[config.mk]
export PLATFORM = sky130hd
export DESIGN_NAME = apc_device_flat
export DESIGN_NICKNAME = d
export VERILOG_FILES = /design/src/apc_pkg.sv /design/src/apc_if.sv /design/src/apc_delay.sv /design/src/apc_device.sv /design/src/flat_wrapper.sv
export SDC_FILE = /design/constraint.sdc
export NUM_CORES = 1
export LEC_CHECK = 0
export BUFFER_PORTS_ARGS = -buffer_cell sky130_fd_sc_hd__buf_2
export CORE_ASPECT_RATIO = 0.5
export CORE_MARGIN = 4
export CORE_UTILIZATION = 40
export CTS_CLUSTER_SIZE = 14
export DETAILED_ROUTE_END_ITERATION = 6
export PLACE_DENSITY_LB_ADDON = 0.12
export SLEW_MARGIN = 20
export SYNTH_ARGS = -nofsm -noshare
export SYNTH_HDL_FRONTEND = slang
export SYNTH_SLANG_ARGS = --single-unit
[constraint.sdc]
create_clock -name clk_i -period 2.4 [get_ports clk_i]
set_input_delay 0.12 -clock clk_i [delete_from_list [all_inputs] [get_ports clk_i]]
set_output_delay 0.12 -clock clk_i [all_outputs]
set_load 0.005 [all_outputs]
[src/apc_pkg.sv]
// package: register map, encodings and constants of the power/export/overrange controller
package apc_pkg;
    localparam int ADDR_W = 16;
    localparam int DATA_W = 8;
    localparam int NUM_VC = 8;

    localparam logic [15:0] REG_EXPORT_GATE = 16'h0008;
    localparam logic [15:0] REG_PDN_CTRL_A = 16'h003f;
    localparam logic [15:0] REG_PDN_CTRL_B = 16'h0040;
    localparam logic [15:0] REG_OVR_CLEAR = 16'h0562;
    localparam logic [15:0] REG_OVR_STATUS = 16'h0563;
    localparam logic [15:0] REG_STBY_FILL = 16'h0571;
    localparam logic [15:0] REG_REF_EXPORT = 16'h18a6;
    localparam logic [15:0] REG_VCM_EXPORT = 16'h18e3;
    localparam logic [15:0] REG_DIODE_SEL = 16'h18e6;

    // power-down control field in either control register
    localparam int PDN_MODE_LSB = 0;
    localparam logic [1:0] PDN_MODE_PIN = 2'h0;
    localparam logic [1:0] PDN_MODE_PWRDN = 2'h1;
    localparam logic [1:0] PDN_MODE_STBY = 2'h2;
    // control register b: pin function, 0 = power-down, 1 = standby
    localparam int PIN_FUNC_BIT = 2;
    localparam int STBY_K_BIT = 7;

    localparam logic [7:0] DIODE_OFF = 8'h00;
    localparam logic [7:0] DIODE_SMALL = 8'h01;
    localparam logic [7:0] DIODE_LARGE = 8'h02;
    localparam logic [7:0] GATE_ON = 8'h01;
    localparam logic [7:0] EXPORT_OFF = 8'h00;
    localparam logic [7:0] K_CHAR = 8'hbc;

    // controller's own AXI registers (byte addresses)
    localparam logic [7:0] AXI_CMD = 8'h00;
    localparam logic [7:0] AXI_WDATA = 8'h04;
    localparam logic [7:0] AXI_RDATA = 8'h08;
    localparam logic [7:0] AXI_IRQ_STAT = 8'h0c;
    localparam logic [7:0] AXI_IRQ_MASK = 8'h10;
    localparam logic [7:0] AXI_OVR_SHADOW = 8'h14;
    localparam int CMD_WR_BIT = 16;
    localparam int CMD_RD_BIT = 17;
    localparam int CMD_DIODE_BIT = 18;
    localparam int CMD_CLR_BIT = 19;
    localparam int IRQ_DONE = 0;
    localparam int IRQ_OVR = 1;

    typedef enum logic [1:0] {APC_LINK_UP, APC_LINK_STBY, APC_LINK_DOWN} apc_link_e;
endpackage

[src/apc_if.sv]
// interface: register port and link between controller and converter
`timescale 1ns/1ns
interface apc_if;
    import apc_pkg::*;
    logic req;
    logic we;
    logic [ADDR_W-1:0] addr;
    logic [DATA_W-1:0] wdata;
    logic ack;
    logic [DATA_W-1:0] rdata;
    logic link_valid;
    logic [13:0] sample;
    logic ctrl_ovr;
    logic k_char;
    modport device (input req, we, addr, wdata, output ack, rdata, link_valid, sample, ctrl_ovr, k_char);
    modport host (output req, we, addr, wdata, input ack, rdata, link_valid, sample, ctrl_ovr, k_char);
endinterface

[src/apc_delay.sv]
// module: fixed-length pipeline that keeps the overrange flag aligned with its sample
`timescale 1ns/1ns
module apc_delay #(
    parameter int WIDTH = 15,
    parameter int DEPTH = 4
) (
    input wire logic clk_i,
    input wire logic rst_n_i,
    input wire logic [WIDTH-1:0] d_i,
    output logic [WIDTH-1:0] q_o
);
    import apc_pkg::*;
    logic [WIDTH-1:0] pipe_q [DEPTH];

    if (DEPTH < 1) begin
        $error("depth must be at least one");
    end

    always_ff @(posedge clk_i or negedge rst_n_i) begin
        if (!rst_n_i) begin
            for (int i = 0; i < DEPTH; i++) pipe_q[i] <= '0;
        end else begin
            pipe_q[0] <= d_i;
            for (int i = 1; i < DEPTH; i++) pipe_q[i] <= pipe_q[i-1];
        end
    end

    assign q_o = pipe_q[DEPTH-1];
endmodule

[src/apc_device.sv]
// module: converter end - power-down/standby, voltage export select, overrange flags
//
// Functional notes
// - pin active high, defaults to power-down
// - power-down drops the output link
// - registers 0x3f/0x40 also command power-down
// - standby keeps link, sends zero samples
// - 0x571 bit7 sends K characters instead
// - 0x18e6: 1 small diode, 2 large
// - host sets gate, clears vcm, ref first
// - host enables one export at once; only the diode command enforces it, plain writes do not
// - overrange flag follows input overrange
// - flag rides as control bit when enabled
// - flag delayed like sample path
// - sticky per-converter bits at 0x563
// - set-then-reset in 0x562 clears bit
`timescale 1ns/1ns
module apc_device #(
    parameter int PIPE_DEPTH = 4
) (
    input wire logic clk_i,
    input wire logic rst_n_i,
    apc_if.device bus,
    input wire logic power_down_standby_pin_i,
    input wire logic [13:0] sample_i,
    input wire logic [apc_pkg::NUM_VC-1:0] vc_overrange_i,
    input wire logic [1:0] control_bits_per_sample_i,
    output logic [1:0] vref_source_o,
    output logic vref_conflict_o,
    output apc_pkg::apc_link_e link_state_o
);
    import apc_pkg::*;

    logic pin_s1_q, pin_s2_q;
    logic [7:0] gate_q, pdn_a_q, pdn_b_q, clr_q, fill_q, ref_q, vcm_q, diode_q, sticky_q;
    logic [7:0] clr_prev_q;
    logic ack_q;
    logic [7:0] rdata_q;
    logic [14:0] pipe_in, pipe_out;
    apc_link_e state_q;

    // ------------------------------------------------------------
    // pin synchroniser
    // ------------------------------------------------------------
    always_ff @(posedge clk_i or negedge rst_n_i) begin
        if (!rst_n_i) begin
            pin_s1_q <= 1'b0;
            pin_s2_q <= 1'b0;
        end else begin
            pin_s1_q <= power_down_standby_pin_i;
            pin_s2_q <= pin_s1_q;
        end
    end

    // ------------------------------------------------------------
    // register port: one-cycle ack after req
    // ------------------------------------------------------------
    always_ff @(posedge clk_i or negedge rst_n_i) begin
        if (!rst_n_i) begin
            gate_q <= 8'h00;
            pdn_a_q <= 8'h00;
            pdn_b_q <= 8'h00;
            clr_q <= 8'h00;
            fill_q <= 8'h00;
            ref_q <= 8'h00;
            vcm_q <= 8'h00;
            diode_q <= 8'h00;
        end else if (bus.req && bus.we && !ack_q) begin
            case (bus.addr)
                REG_EXPORT_GATE: gate_q <= bus.wdata;
                REG_PDN_CTRL_A: pdn_a_q <= bus.wdata;
                REG_PDN_CTRL_B: pdn_b_q <= bus.wdata;
                REG_OVR_CLEAR: clr_q <= bus.wdata;
                REG_STBY_FILL: fill_q <= bus.wdata;
                REG_REF_EXPORT: ref_q <= bus.wdata;
                REG_VCM_EXPORT: vcm_q <= bus.wdata;
                REG_DIODE_SEL: diode_q <= bus.wdata;
                default: ;
            endcase
        end
    end

    function automatic logic [7:0] read_reg(input logic [15:0] a);
        case (a)
            REG_EXPORT_GATE: read_reg = gate_q;
            REG_PDN_CTRL_A: read_reg = pdn_a_q;
            REG_PDN_CTRL_B: read_reg = pdn_b_q;
            REG_OVR_CLEAR: read_reg = clr_q;
            REG_OVR_STATUS: read_reg = sticky_q;
            REG_STBY_FILL: read_reg = fill_q;
            REG_REF_EXPORT: read_reg = ref_q;
            REG_VCM_EXPORT: read_reg = vcm_q;
            REG_DIODE_SEL: read_reg = diode_q;
            default: read_reg = 8'h00;
        endcase
    endfunction

    always_ff @(posedge clk_i or negedge rst_n_i) begin
        if (!rst_n_i) begin
            ack_q <= 1'b0;
            rdata_q <= 8'h00;
        end else begin
            ack_q <= bus.req && !ack_q;
            if (bus.req && !ack_q && !bus.we) rdata_q <= read_reg(bus.addr);
        end
    end
    assign bus.ack = ack_q;
    assign bus.rdata = rdata_q;

    // ------------------------------------------------------------
    // power state
    // ------------------------------------------------------------
    function automatic logic [1:0] pdn_mode(input logic [7:0] r);
        pdn_mode = r[PDN_MODE_LSB +: 2];
    endfunction

    apc_link_e state_d;
    always_comb begin
        state_d = APC_LINK_UP;
        // register command takes precedence over the pin
        if (pdn_mode(pdn_a_q) == PDN_MODE_PWRDN || pdn_mode(pdn_b_q) == PDN_MODE_PWRDN) begin
            state_d = APC_LINK_DOWN;
        end else if (pdn_mode(pdn_a_q) == PDN_MODE_STBY || pdn_mode(pdn_b_q) == PDN_MODE_STBY) begin
            state_d = APC_LINK_STBY;
        end else if (pin_s2_q) begin
            // pin defaults to power-down unless standby is selected
            state_d = pdn_b_q[PIN_FUNC_BIT] ? APC_LINK_STBY : APC_LINK_DOWN;
        end
    end

    always_ff @(posedge clk_i or negedge rst_n_i) begin
        if (!rst_n_i) state_q <= APC_LINK_UP;
        else state_q <= state_d;
    end
    assign link_state_o = state_q;

    // ------------------------------------------------------------
    // sample / overrange path
    // ------------------------------------------------------------
    assign pipe_in = {|vc_overrange_i, sample_i};
    apc_delay #(.WIDTH(15), .DEPTH(PIPE_DEPTH)) u_delay (
        .clk_i(clk_i),
        .rst_n_i(rst_n_i),
        .d_i(pipe_in),
        .q_o(pipe_out)
    );

    logic link_valid_q, ctrl_ovr_q, k_q;
    logic [13:0] sample_q;
    always_ff @(posedge clk_i or negedge rst_n_i) begin
        if (!rst_n_i) begin
            link_valid_q <= 1'b0;
            sample_q <= 14'h0000;
            ctrl_ovr_q <= 1'b0;
            k_q <= 1'b0;
        end else begin
            case (state_q)
                APC_LINK_DOWN: begin
                    link_valid_q <= 1'b0;
                    sample_q <= 14'h0000;
                    ctrl_ovr_q <= 1'b0;
                    k_q <= 1'b0;
                end
                APC_LINK_STBY: begin
                    link_valid_q <= 1'b1;
                    ctrl_ovr_q <= 1'b0;
                    k_q <= fill_q[STBY_K_BIT];
                    sample_q <= fill_q[STBY_K_BIT] ? {6'h00, K_CHAR} : 14'h0000;
                end
                default: begin
                    link_valid_q <= 1'b1;
                    k_q <= 1'b0;
                    sample_q <= pipe_out[13:0];
                    ctrl_ovr_q <= (control_bits_per_sample_i != 2'h0) && pipe_out[14];
                end
            endcase
        end
    end
    assign bus.link_valid = link_valid_q;
    assign bus.sample = sample_q;
    assign bus.ctrl_ovr = ctrl_ovr_q;
    assign bus.k_char = k_q;

    // ------------------------------------------------------------
    // sticky overrange status, cleared on falling edge of clear bit
    // ------------------------------------------------------------
    always_ff @(posedge clk_i or negedge rst_n_i) begin
        if (!rst_n_i) begin
            clr_prev_q <= 8'h00;
            sticky_q <= 8'h00;
        end else begin
            clr_prev_q <= clr_q;
            for (int n = 0; n < NUM_VC; n++) begin
                // set beats the clear in the same cycle
                if (vc_overrange_i[n]) sticky_q[n] <= 1'b1;
                else if (clr_prev_q[n] && !clr_q[n]) sticky_q[n] <= 1'b0;
            end
        end
    end

    // ------------------------------------------------------------
    // reference pin export
    // ------------------------------------------------------------
    always_comb begin
        case (diode_q)
            DIODE_SMALL: vref_source_o = 2'h1;
            DIODE_LARGE: vref_source_o = 2'h2;
            default: vref_source_o = 2'h0;
        endcase
    end
    // output undefined if more than one source drives the pin
    assign vref_conflict_o = (vref_source_o != 2'h0) && (ref_q != EXPORT_OFF || vcm_q != EXPORT_OFF);
endmodule

[src/flat_wrapper.sv]
// flat-port wrapper written by rule: the top's interface ports become plain ports
module apc_device_flat import apc_pkg::*;
#(
    parameter int PIPE_DEPTH = 4
)
  (clk_i, rst_n_i, power_down_standby_pin_i, sample_i, vc_overrange_i, control_bits_per_sample_i, vref_source_o, vref_conflict_o, link_state_o, bus_req, bus_we, bus_addr, bus_wdata, bus_ack, bus_rdata, bus_link_valid, bus_sample, bus_ctrl_ovr, bus_k_char);
  apc_if bus_i ();
  input wire logic clk_i;
  input wire logic rst_n_i;
  input wire logic power_down_standby_pin_i;
  input wire logic [13:0] sample_i;
  input wire logic [apc_pkg::NUM_VC-1:0] vc_overrange_i;
  input wire logic [1:0] control_bits_per_sample_i;
  output logic [1:0] vref_source_o;
  output logic vref_conflict_o;
  output apc_pkg::apc_link_e link_state_o;
  input wire logic [$bits(bus_i.req)-1:0] bus_req;
  input wire logic [$bits(bus_i.we)-1:0] bus_we;
  input wire logic [$bits(bus_i.addr)-1:0] bus_addr;
  input wire logic [$bits(bus_i.wdata)-1:0] bus_wdata;
  output wire logic [$bits(bus_i.ack)-1:0] bus_ack;
  output wire logic [$bits(bus_i.rdata)-1:0] bus_rdata;
  output wire logic [$bits(bus_i.link_valid)-1:0] bus_link_valid;
  output wire logic [$bits(bus_i.sample)-1:0] bus_sample;
  output wire logic [$bits(bus_i.ctrl_ovr)-1:0] bus_ctrl_ovr;
  output wire logic [$bits(bus_i.k_char)-1:0] bus_k_char;
  assign bus_i.req = bus_req;
  assign bus_i.we = bus_we;
  assign bus_i.addr = bus_addr;
  assign bus_i.wdata = bus_wdata;
  assign bus_ack = bus_i.ack;
  assign bus_rdata = bus_i.rdata;
  assign bus_link_valid = bus_i.link_valid;
  assign bus_sample = bus_i.sample;
  assign bus_ctrl_ovr = bus_i.ctrl_ovr;
  assign bus_k_char = bus_i.k_char;
  apc_device #(.PIPE_DEPTH(PIPE_DEPTH)) u_core (.clk_i(clk_i), .rst_n_i(rst_n_i), .bus(bus_i), .power_down_standby_pin_i(power_down_standby_pin_i), .sample_i(sample_i), .vc_overrange_i(vc_overrange_i), .control_bits_per_sample_i(control_bits_per_sample_i), .vref_source_o(vref_source_o), .vref_conflict_o(vref_conflict_o), .link_state_o(link_state_o));
endmodule
# --- Word level (Yosys, flattened, before mapping) ---
# Cells that the tools add are included.
# Widths: inputs -> output; s select.
word_totals:
  ff_bits: 170
  inputBits: 53
  output_inout_bits: 31
op_classes:
  n_mux: 27
  n_eq_ne: 17
  reduce_logical: 49
op_table:
  columns: ["cell", "n"]
  rows:
  - ["$pmux 8 s9", 1]
  - ["$eq 16x11->1 const B", 3]
  - ["$eq 16x13->1 const B", 3]
  - ["$pmux 14 s2", 1]
  - ["$reduce_bool 2->1", 10]
  - ["$mux 1", 19]
  - ["$eq 16x4->1 const B", 1]
  - ["$eq 16x6->1 const B", 1]
  - ["$eq 16x7->1 const B", 1]
  - ["$reduce_and 2->1", 8]
  - ["$reduce_bool 8->1", 2]
  - ["$logic_and 1x1->1", 14]
  - ["$logic_not 1->1", 10]
  - ["$eq 8x1->1 const B", 1]
  - ["$eq 8x2->1 const B", 1]
  - ["$mux 2", 4]
  - ["$mux 8", 1]
  - ["$reduce_or 8->1", 1]
  - ["$eq 2x1->1 const B", 3]
  - ["$eq 2x2->1 const B", 3]
  - ["$pmux 2 s2", 1]
  - ["$logic_or 1x1->1", 3]
  - ["$reduce_or 2->1", 1]

# --- Depth between registers and ports, before layout ---
# Gate-level depths: netlist of the first run.
depth:
  word_depth: 4
  mapped_depth: 7
  mapped_depth_nobuf: 5

# --- Modules after synthesis ---
# From an unflattened synthesis of the first run, not the netlist that was laid out.
hier_totals:
  hier_cells: 465
  area_unflattened_um2: 6602.6
by_module_without_submodules:
  columns: ["module", "instances", "cells_each", "area_each_um2", "seq_area_each_um2"]
  rows:
  - ["apc_device", 1, 390, 4988.5, 2752.6]
  - ["apc_delay", 1, 75, 1614.0, 1501.4]

# --- Worst setup path before layout of the first run ---
# OpenSTA, ideal clock, no wires.
synth_path:
  path_kind: "in2reg"
  start: "in bus_addr[9]"
  end: "reg u_core.pdn_b_q[0]"
  setup_time_ns: 0.125
  setup_slack_ns: 0.316
  cell_stages: 6
  t_arrival_ns: 1.959
  path_cell_list: "or4_1 buf_2 nor4_4 and2_1 buf_4 mux2_2"
synth_between:
  elab_chain_len: 2
synth_lines:
  columns: ["element", "line", "text"]
  rows:
  - ["from (decl)", "flat_wrapper.sv:19", "input wire logic [$bits(bus_i.addr)-1:0] bus_addr;"]
  - ["$eq 16x7->1", "apc_device.sv:69", "case (bus.addr)"]
  - ["$reduce_and 2->1 (no line)", null, null]
  - ["to (signal assigned)", "apc_device.sv:72", "REG_PDN_CTRL_B: pdn_b_q <= bus.wdata;"]
  - ["to (decl)", "apc_device.sv:35", "logic [7:0] gate_q, pdn_a_q, pdn_b_q, clr_q, fill_q, ref_q, vcm_q, diode_q, sticky_q;"]
# Every way passes these cells.
# A chain may end at the register's enable or synchronous reset.

# --- Worst setup path after layout of the first run ---
layout_path:
  start: "reg u_core.ack_q, in the netlist u_core.bus.ack"
  end: "reg u_core.rdata_q[4], in the netlist u_core.bus.rdata[4]"
layout_between:
  elab_chain_len: 3
layout_lines:
  columns: ["element", "line", "text"]
  rows:
  - ["from (decl)", "apc_device.sv:37", "logic ack_q;"]
  - ["from (signal assigned)", "apc_device.sv:103", "ack_q <= bus.req && !ack_q;"]
  - ["$logic_not 1->1", "apc_device.sv:104", "if (bus.req && !ack_q && !bus.we) rdata_q <= read_reg(bus.addr);"]
  - ["$logic_and 1x1->1 (2 in series)", "apc_device.sv:104", null]
  - ["to (signal assigned)", "apc_device.sv:104", null]
  - ["to (decl)", "apc_device.sv:38", "logic [7:0] rdata_q;"]
# Every way passes these cells.

==> results.txt, run 1 <==
Seq/Total Area, Yosys -> 66.51%
Largest delay share family, worst path -> simple AND/OR/NAND/NOR gates
clock skew -> 7.735 ps
Total GRT Usage -> 15.59%
Syn-to-layout area delta -> 26.15%
Max FO, Critical Path -> 8
depth of the worst hold-timing path -> 3
# diodes -> 0
Main synth FF type -> dfrtp_1
RSZ-0062 raised after global routing -> no
Avg WL per Cell -> 16.79 um
YS warnings -> 0
TritonCTS clock tree -> yes
largest register by flop count -> u_core.u_delay.pipe_q
post-CTS sizing -> 0
critical path capture point type -> flip-flop
mapped cell area -> 6396 sq um
TritonCTS buffer count -> 17
1st-iter DRT viols -> 231
dpl hpwl -> 9658 um
Hold Startpoint -> bus_wdata[1]
Fmax -> 531.1 MHz
vias in the first global route -> 4096
synthesized instance count -> 434
leading area contributor after synthesis -> dfrtp_1
Post-route DRC -> 0
global route overflow -> 0
period utilization -> 78.46%
status -> complete, no violations
largest net degree at the start of global routing -> 59
clock slew at reported path FFs -> 70 ps
slew margin rel. -> 57.82%
Sum Neg Setup Slack -> 0 ps
number of synthesized register bits -> 170
clock latency on the worst-skew pair -> 420 ps
worst path arrival time -> 2150 ps
clk root buf -> clkbuf_16
Critical R2R Launch -> u_core.bus.ack
flop2flop setup slack -> 520 ps
Setup Viol. Count Final -> 0
first-pass GRT wire length -> 22380 um
gpl congestion -> 0.7791
FF/Latch Area -> 4254 sq um
Slowest Stage Delay on Critical Path -> 440 ps
Max Transition Viols Final -> 0
top-area cell type share of the netlist area -> 66.51%
Hold Fails Final Rpt -> 0
row count -> 32
Post-synth ARST share -> 100.0%
MaxCap Viol Count -> 0
vias per cell -> 5.014
PD cells -> 725.8 nW/um^2
CP Cell Sequence -> nor2b_1 > nor2b_1 > o21ai_0 > a211oi_1 > a211oi_1
fraction of layout cells with a size suffix above 1 -> 36.22%
layout net count -> 631
reg-to-reg endpoint -> u_core.bus.rdata[4]
reg2reg path depth -> 5
antenna violations before repair -> 0
Hold WS -> 44.22 ps
top post-synthesis cells by area -> dfrtp_1 67%, mux2_2 11%, a22o_1 1.5%
Setup Buffers After CTS -> 0
hold endpoint -> u_core.pdn_b_q[1]
number of I/O pins -> 84
Clock Sinks -> 170
port bufs -> 83
CP max stage cell -> nor2b_1
Antenna Violating Nets Remaining -> 0
measured slew at the worst slew-check pin -> 631.2 ps
via count -> 3971
Max IR drop VDD -> 0.0005367 V
post-layout minimum cycle time -> 1883 ps
core box area -> 15530 sq um
Chip Height -> 97.42 um
die width -> 186.8 um
H-tree level count -> 4
Post-synth EDFFs -> 0
Crit path depth -> 5
footprint of the multi-input gates -> 2077 sq um
initial core utilization -> 41.17%
Mean Syn Cell Area -> 14.74 sq um
P_leak -> 3.833 nW
max reg flops -> 45
drt first pass iters -> 4
Die ar. -> 18200 sq um
Setup crit start kind -> flip-flop
fillers -> 1370
Post-CTS Hold Buffers -> 27
Net Count, Synth -> 489
Unique masters post-synth -> 46
Routed WL -> 13300 um
hold crit path type -> primary input to flip-flop
Clock Tree Buf Depth -> 2
Worst EP required -> 2660 ps
worst path bufs/invs -> 0
critical path type -> flip-flop to flip-flop
per-layer routing:
layer  wire (um)  vias up  GRT usage [%]
li1            -     1896              -
met1        6656     1988          23.10
met2        5937       77          23.34
met3         562       10          3.410
met4         141        0          4.259
met5           0        -              0
how the worst max path moves through the flow:
stage / from / endpoint / slack, ps
after floorplan: bus_addr[9] / u_core.pdn_b_q[0] / 320
after global placement: bus_addr[2] / u_core.pdn_b_q[2] / 140
after detailed placement: bus_addr[2] / u_core.pdn_b_q[3] / 110
after CTS: u_core.diode_q[4] / vref_conflict_o / 500
after global routing: u_core.bus.ack / u_core.bus.rdata[4] / 330
final: u_core.bus.ack / u_core.bus.rdata[4] / 520
kinds of logic (layout without fill, tap and decap cells):
family / count (synthesis) / count (layout) / synth area share, %
flip-flops: 170 / 170 / 66.51
AND/OR/NAND/NOR: 109 / 109 / 11.70
multiplexers: 72 / 72 / 12.52
AO/OA/AOI/OAI: 66 / 66 / 7.864
buffers and inverters: 15 / 169 / 1.017
adder cells (fa/ha/maj): 2 / 2 / 0.3912
worst reg2reg max path, cell delays in order, from the launching register on:
cell      delay, ps
dfrtp_1         370
nor2b_1         250
nor2b_1         440
o21ai_0         160
a211oi_1        380
a211oi_1        130
through the flow:
| step | setup WS (ps) | instances | util [%] | cell area, sq um | power, W |
|---|---|---|---|---|---|
| final | 517.0 | 792 | 51.94 | 8069 | 0.005857 |
| after global routing | 330.2 | 792 | 51.94 | 8069 | 0.006119 |
| after CTS | 495.2 | 792 | 51.94 | 8069 | 0.005947 |
| after detailed placement | 112.8 | 734 | 46.48 | 7221 | 0.003270 |
| after global placement | 139.1 | 734 | 46.48 | 7221 | 0.003264 |
| after floorplan | 316.2 | 434 | - | 6396 | 0.003078 |
synthesized netlist by cell type, drive strengths merged (4+ instances only):
master and instances:
dfrtp 170, mux2 64, nor4 21, nand2 18, and2 14, nand2b 14
nor2 14, a211oi 11, a22o 11, a22oi 10, o21ai 9, a21o 8
mux2i 8, buf 7, inv 6, a311oi 5, or4 4
placed cells by master (no fill, tap or decap), drive strengths merged, types with 4 or more instances in the layout:
cell type,Yosys,layout
a211oi,11,11
a21o,8,8
a22o,11,11
a22oi,10,10
a311oi,5,5
and2,14,14
buf,7,105
clkbuf,2,17
clkinv,0,4
dfrtp,170,170
dlygate4sd3,0,27
inv,6,14
mux2,64,64
mux2i,8,8
nand2,18,18
nand2b,14,14
nor2,14,14
nor4,21,21
o21ai,9,9
or4,4,4
final cells by class:
| class | instances | share of cell area, % |
|---|---|---|
| Clock buffer | 17 | 5.272 |
| Clock inverter | 14 | 1.892 |
| Inverter | 6 | 0.2791 |
| Multi-Input combinational cell | 249 | 25.74 |
| Sequential cell | 170 | 52.72 |
| Tap cell | 204 | 3.163 |
| Timing Repair Buffer | 132 | 10.93 |
where the power goes:
| part | total, W | internal [W] | leakage (nW) | switching, W |
|---|---|---|---|---|
| Sequential | 0.00296 | 0.00293 | 2.15 | 0.0000244 |
| Clock | 0.00262 | 0.00139 | 0.277 | 0.00123 |
| Combinational | 0.000282 | 0.000120 | 1.40 | 0.000162 |
Note: power is estimated with default switching activity, not from simulation.
==> run 2: changes to the inputs <==
==> constraint.sdc (replaced) <==
create_clock -name clk_i -period 1.6 [get_ports clk_i]
set_input_delay 0.08 -clock clk_i [delete_from_list [all_inputs] [get_ports clk_i]]
set_output_delay 0.08 -clock clk_i [all_outputs]
set_load 0.005 [all_outputs]
==> run 2 against run 1 <==
Effect of this change: the flow now finishes with violations (negative setup slack); sequential cell count is the same; critical path depth unchanged; hold slack is essentially flat; clock power up 51%; register-to-register slack lost 520 ps; setup slack lost 660 ps; cell count rose by 5.3%; non-clock buffer count rose by 41; sequential power grew 50%; critical path type is now flip-flop to primary output; largest cell class unchanged; highest routed layer unchanged.
==> results.txt, run 2 (synthesized netlist as in run 1, its figures left out) <==
core box area -> 15530 sq um
die width -> 186.8 um
row count -> 32
vias in the first global route -> 4247
global route overflow -> 0
Die ar. -> 18200 sq um
CP max stage cell -> dfrtp_1
clk root buf -> clkbuf_16
RSZ-0062 raised after global routing -> yes
post-placement cell count -> 762
Crit path depth -> 5
Largest delay share family, worst path -> simple AND/OR/NAND/NOR gates
status -> complete, but fails checks
Total GRT Usage -> 16.70%
clock latency on the worst-skew pair -> 420 ps
critical path type -> flip-flop to primary output
final core occ -> 56.16%
slew margin rel. -> 62.83%
commonest cells after routing, fill and taps aside -> 170 x dfrtp_1, 82 x buf_2, 53 x buf_4, 41 x mux2_2, 27 x dlygate4sd3_1
Sum Neg Setup Slack -> -294.8 ps
clock skew -> 9.702 ps
flop2flop setup slack -> 0 ps
Slowest Stage Delay on Critical Path -> 390 ps
# diodes -> 0
antenna violations before repair -> 0
worst path arrival time -> 1670 ps
fraction of layout cells with a size suffix above 1 -> 45.08%
Hold Fails Final Rpt -> 0
Max FO, Critical Path -> 2
TritonCTS clock tree -> yes
1st-iter DRT viols -> 206
initial core utilization -> 41.17%
Antenna Violating Nets Remaining -> 0
vias per cell -> 4.952
Post-route DRC -> 0
Final WS setup -> -146.4 ps
Setup crit start kind -> flip-flop
port bufs -> 83
H-tree level count -> 4
Layout Cells excl Fill -> 834
post-layout minimum cycle time -> 1746 ps
TritonCTS buffer count -> 17
largest net degree at the start of global routing -> 49
Clock Sinks -> 170
failing checks -> negative setup slack
max reg flops -> 45
first-pass GRT wire length -> 23740 um
Clock Tree Buf Depth -> 2
measured slew at the worst slew-check pin -> 552.4 ps
Fmax -> 572.6 MHz
Routed WL -> 14550 um
reg-to-reg endpoint -> u_core.vcm_q[1]
PD cells -> 1021 nW/um^2
drt first pass iters -> 4
clock slew at reported path FFs -> 70 ps
hold endpoint -> u_core.vcm_q[5]
Max Transition Viols Final -> 0
dpl hpwl -> 10350 um
Hold Startpoint -> bus_wdata[5]
via count -> 4130
reg2reg path depth -> 5
commonest non-fill, non-tap cell in the layout -> dfrtp_1
CP Cell Sequence -> nor4_1 > nand2_1 > nor3b_2 > o21a_1 > buf_2
period utilization -> 109.2%
layout net count -> 672
gpl congestion -> 0.7744
Hold WS -> 43.90 ps
Setup Viol. Count Final -> 11
number of I/O pins -> 84
Max IR drop VDD -> 0.0007260 V
P_leak -> 4.175 nW
MaxCap Viol Count -> 0
hold crit path type -> primary input to flip-flop
Critical R2R Launch -> u_core.bus.ack
Avg WL per Cell -> 17.44 um
Chip Height -> 97.42 um
worst path bufs/invs -> 1
largest register by flop count -> u_core.u_delay.pipe_q
depth of the worst hold-timing path -> 2
Syn-to-layout area delta -> 36.40%
Worst EP required -> 1520 ps
critical path capture point type -> primary output
run 2: changes by cell type in the layout (fill, tap and decap cells not counted), moves of 4 or more:
cell | before | now
buf_6 | 1 | 6
and2_1 | 14 | 10
mux2_2 | 64 | 41
o21ai_1 | 0 | 6
a211oi_1 | 11 | 3
and2_4 | 0 | 4
buf_4 | 20 | 53
a211oi_2 | 0 | 8
mux2_4 | 0 | 23
o21ai_0 | 9 | 2
nor4_4 | 4 | 9
run 2: worst max-delay path by stage:
stage                      start               end  slack (ps)
5_1_grt        u_core.diode_q[2]   vref_conflict_o        -250
3_5_place_dp         bus_addr[0]  u_core.gate_q[7]        -460
3_3_place_gp         bus_addr[0]  u_core.gate_q[3]        -440
2_1_floorplan        bus_addr[0]  u_core.gate_q[0]        -370
4_1_cts        u_core.diode_q[2]   vref_conflict_o        -160
6_report       u_core.diode_q[2]   vref_conflict_o        -150
run 2: metal layers:
metal	wire length [um]	global-route usage, %	up-vias
met5	0	0	-
met4	127	5.792	0
met3	625	4.200	10
met2	6461	24.18	81
met1	7332	24.58	2071
li1	-	-	1968
run 2: power breakdown:
group	switching [W]	total (W)	internal, W	leakage (nW)
Clock	0.00188	0.00395	0.00208	0.280
Combinational	0.000282	0.000521	0.000240	1.74
Sequential	0.0000374	0.00444	0.00440	2.15
Total	0.00219	0.00891	0.00672	4.18
run 2: area by class of cell:
type	instances	area, sq um
clock inverters	15	157.7
clock buffers	17	425.4
multi-input cells	249	2364
fillers	1299	6810
well taps	204	255.2
repair buffers	173	1246
inverters	6	22.52
flip-flops and latches	170	4254
run 2: worst reg2reg max path, delay by kind of cell (launching register included):
| family | cells | cell delay, ps |
|---|---|---|
| flip-flops | 1 | 410 |
| AND/OR/NAND/NOR | 3 | 610 |
| multiplexers | 1 | 300 |
| buffers and inverters | 1 | 180 |
run 2: per-stage QoR:
step	total power [W]	area, sq um	setup WS (ps)
after global placement	0.004956	7607	-437.8
after floorplan	0.004632	6564	-373.4
after detailed placement	0.004964	7607	-458.9
final	0.008912	8725	-146.4
after global routing	0.009303	8725	-250.5
after CTS	0.008998	8586	-157.5
run 2: timing repair:
| action | 4_1_cts | 5_1_grt |
|---|---|---|
| hold buffers | 27 | 0 |
| resized for setup | 23 | 21 |
| pin swaps | 8 | 15 |
| setup endpoints to repair | 66 | 61 |
| setup buffers | 3 | 10 |
| hold endpoints to repair | 160 | 0 |
==> run 3: changes to the inputs <==
--- a/config.mk
+++ b/config.mk
@@ -6,9 +6,10 @@
 export NUM_CORES = 1
 export LEC_CHECK = 0
 export BUFFER_PORTS_ARGS = -buffer_cell sky130_fd_sc_hd__buf_2
+export CELL_PAD_IN_SITES_DETAIL_PLACEMENT = 0
+export CELL_PAD_IN_SITES_GLOBAL_PLACEMENT = 2
 export CORE_ASPECT_RATIO = 0.5
-export CORE_MARGIN = 4
-export CORE_UTILIZATION = 40
+export CORE_UTILIZATION = 36
 export CTS_CLUSTER_SIZE = 14
 export DETAILED_ROUTE_END_ITERATION = 6
 export PLACE_DENSITY_LB_ADDON = 0.12
==> run 3 against run 2 <==
Effect of this change: the flow still finishes with violations (negative setup slack); sequential share of layout area fell by 0.91 points; cell count rose by 4.0%; non-clock buffer count rose by 3; via count barely moved.
==> results.txt, run 3 (synthesized netlist as in run 1, its figures left out) <==
clk root buf -> clkbuf_16
largest register by flop count -> u_core.u_delay.pipe_q
commonest cells after routing, fill and taps aside -> 170 x dfrtp_1, 80 x buf_2, 52 x buf_4, 42 x mux2_2, 27 x dlygate4sd3_1
Setup crit start kind -> flip-flop
CP Cell Sequence -> nor4_2 > nand2_1 > nor3b_2 > o21a_1 > buf_2
TritonCTS clock tree -> yes
Fmax -> 563.4 MHz
core box area -> 17360 sq um
Reg power frac -> 48.3%
Max Transition Viols Final -> 0
antenna violations before repair -> 0
Comb pwr share -> 6.0%
Slowest Stage Delay on Critical Path -> 390 ps
slew margin rel. -> 70.81%
critical path type -> flip-flop to primary output
first-pass GRT wire length -> 23630 um
layout net count -> 675
Worst EP required -> 1520 ps
initial core utilization -> 36.85%
global route overflow -> 0
post-layout minimum cycle time -> 1775 ps
clock network power share -> 45.7%
measured slew at the worst slew-check pin -> 437.8 ps
Post-route DRC -> 0
Hold Fails Final Rpt -> 0
PD cells -> 1032 nW/um^2
via count -> 4127
vias in the first global route -> 4246
Clock Sinks -> 170
MaxCap Viol Count -> 0
CP max stage cell -> dfrtp_1
Hold WS -> 37.19 ps
failing checks -> negative setup slack
largest net degree at the start of global routing -> 45
max reg flops -> 45
Sum Neg Setup Slack -> -396.1 ps
TritonCTS buffer count -> 17
Routed WL -> 14830 um
# diodes -> 0
Chip Height -> 96.25 um
P_leak -> 4.263 nW
drt first pass iters -> 6
Total GRT Usage -> 17.46%
worst path arrival time -> 1690 ps
status -> complete, but fails checks
critical path capture point type -> primary output
Max IR drop VDD -> 0.0006874 V
Final WS setup -> -175.0 ps
gpl congestion -> 0.7701
switching fraction of total power -> 22.81%
1st-iter DRT viols -> 169
commonest non-fill, non-tap cell in the layout -> dfrtp_1
dpl hpwl -> 10670 um
period utilization -> 110.9%
vias per cell -> 4.760
number of I/O pins -> 84
Avg WL per Cell -> 17.10 um
Max FO, Critical Path -> 2
clock latency on the worst-skew pair -> 410 ps
Clock Tree Buf Depth -> 2
internal power -> 0.007082 W
Setup Viol. Count Final -> 11
clock slew at reported path FFs -> 70 ps
row count -> 34
sw power -> 0.002093 W
clock skew -> 8.471 ps
die width -> 190.5 um
Die ar. -> 18340 sq um
H-tree level count -> 4
port bufs -> 83
RSZ-0062 raised after global routing -> yes
hold crit path type -> primary input to flip-flop
Syn-to-layout area delta -> 39.01%
Antenna Violating Nets Remaining -> 0
fraction of layout cells with a size suffix above 1 -> 46.29%
-- run 3: layer usage --
layer	wire [um]	part of all wire [%]	global-route usage (%)	vias up
li1	-	-	-	1974
met4	108	0.73	4.533	0
met5	0	0	0	-
met3	605	4.1	4.156	9
met2	6380	43	25.91	74
met1	7735	52	25.52	2070
-- run 3: per-stage QoR --
stage	instance area, sq um	worst slack (ps)	instances	total power, W	utilization [%]
final	8891	-175.0	867	0.009175	51.23
after global placement	7725	-426.5	801	0.004984	44.51
after detailed placement	7725	-444.3	801	0.004990	44.51
after floorplan	6564	-373.4	434	0.004632	-
after global routing	8891	-270.4	867	0.009551	51.23
after CTS	8718	-199.6	862	0.009275	50.23
-- run 3: area by class of cell --
class | instances | area, sq um
Clock buffer | 19 | 452.9
Clock inverter | 13 | 153.9
Fill cell | 1514 | 8466
Inverter | 6 | 22.52
Multi-Input combinational cell | 249 | 2410
Sequential cell | 170 | 4254
Tap cell | 234 | 292.8
Timing Repair Buffer | 176 | 1305
-- run 3: power groups by stage --
stage,logic (W),clock network (W),registers (W)
6_report,0.000547,0.00419,0.00443
3_5_place_dp,0.000472,0,0.00452
5_1_grt,0.000607,0.00450,0.00444
3_3_place_gp,0.000469,0,0.00451
4_1_cts,0.000534,0.00431,0.00444
2_1_floorplan,0.000120,0,0.00451
-- run 3: final timing paths --
path                                            from                        end  slack, ps  cells past startpoint
hold reg to reg            u_core.u_delay.pipe_q[35]  u_core.u_delay.pipe_q[20]        340                      0
setup / recovery                   u_core.diode_q[2]            vref_conflict_o       -170                      5
min in group asynchronous                    rst_n_i      u_core.bus.sample[12]        160                      2
hold / removal                          bus_wdata[1]          u_core.pdn_b_q[1]         40                      3
max in group asynchronous                    rst_n_i            u_core.ref_q[4]        860                      3
setup reg to reg                      u_core.bus.ack           u_core.gate_q[1]        -10                      5
-- run 3: critical path: cells and delay by family (launching register included) --
family / cells / cell delay, ps
AND/OR/NAND/NOR: 3 / 660
flip-flops: 1 / 390
AO/OA/AOI/OAI: 1 / 130
buffers and inverters: 1 / 100
-- run 3: repair_timing --
action	CTS	global route
gates resized for setup	23	34
endpoints found under the hold margin	196	0
setup endpoints to repair	72	34
cloned	0	0
hold buffers	27	0
pin swaps	11	18
buffers inserted	2	6
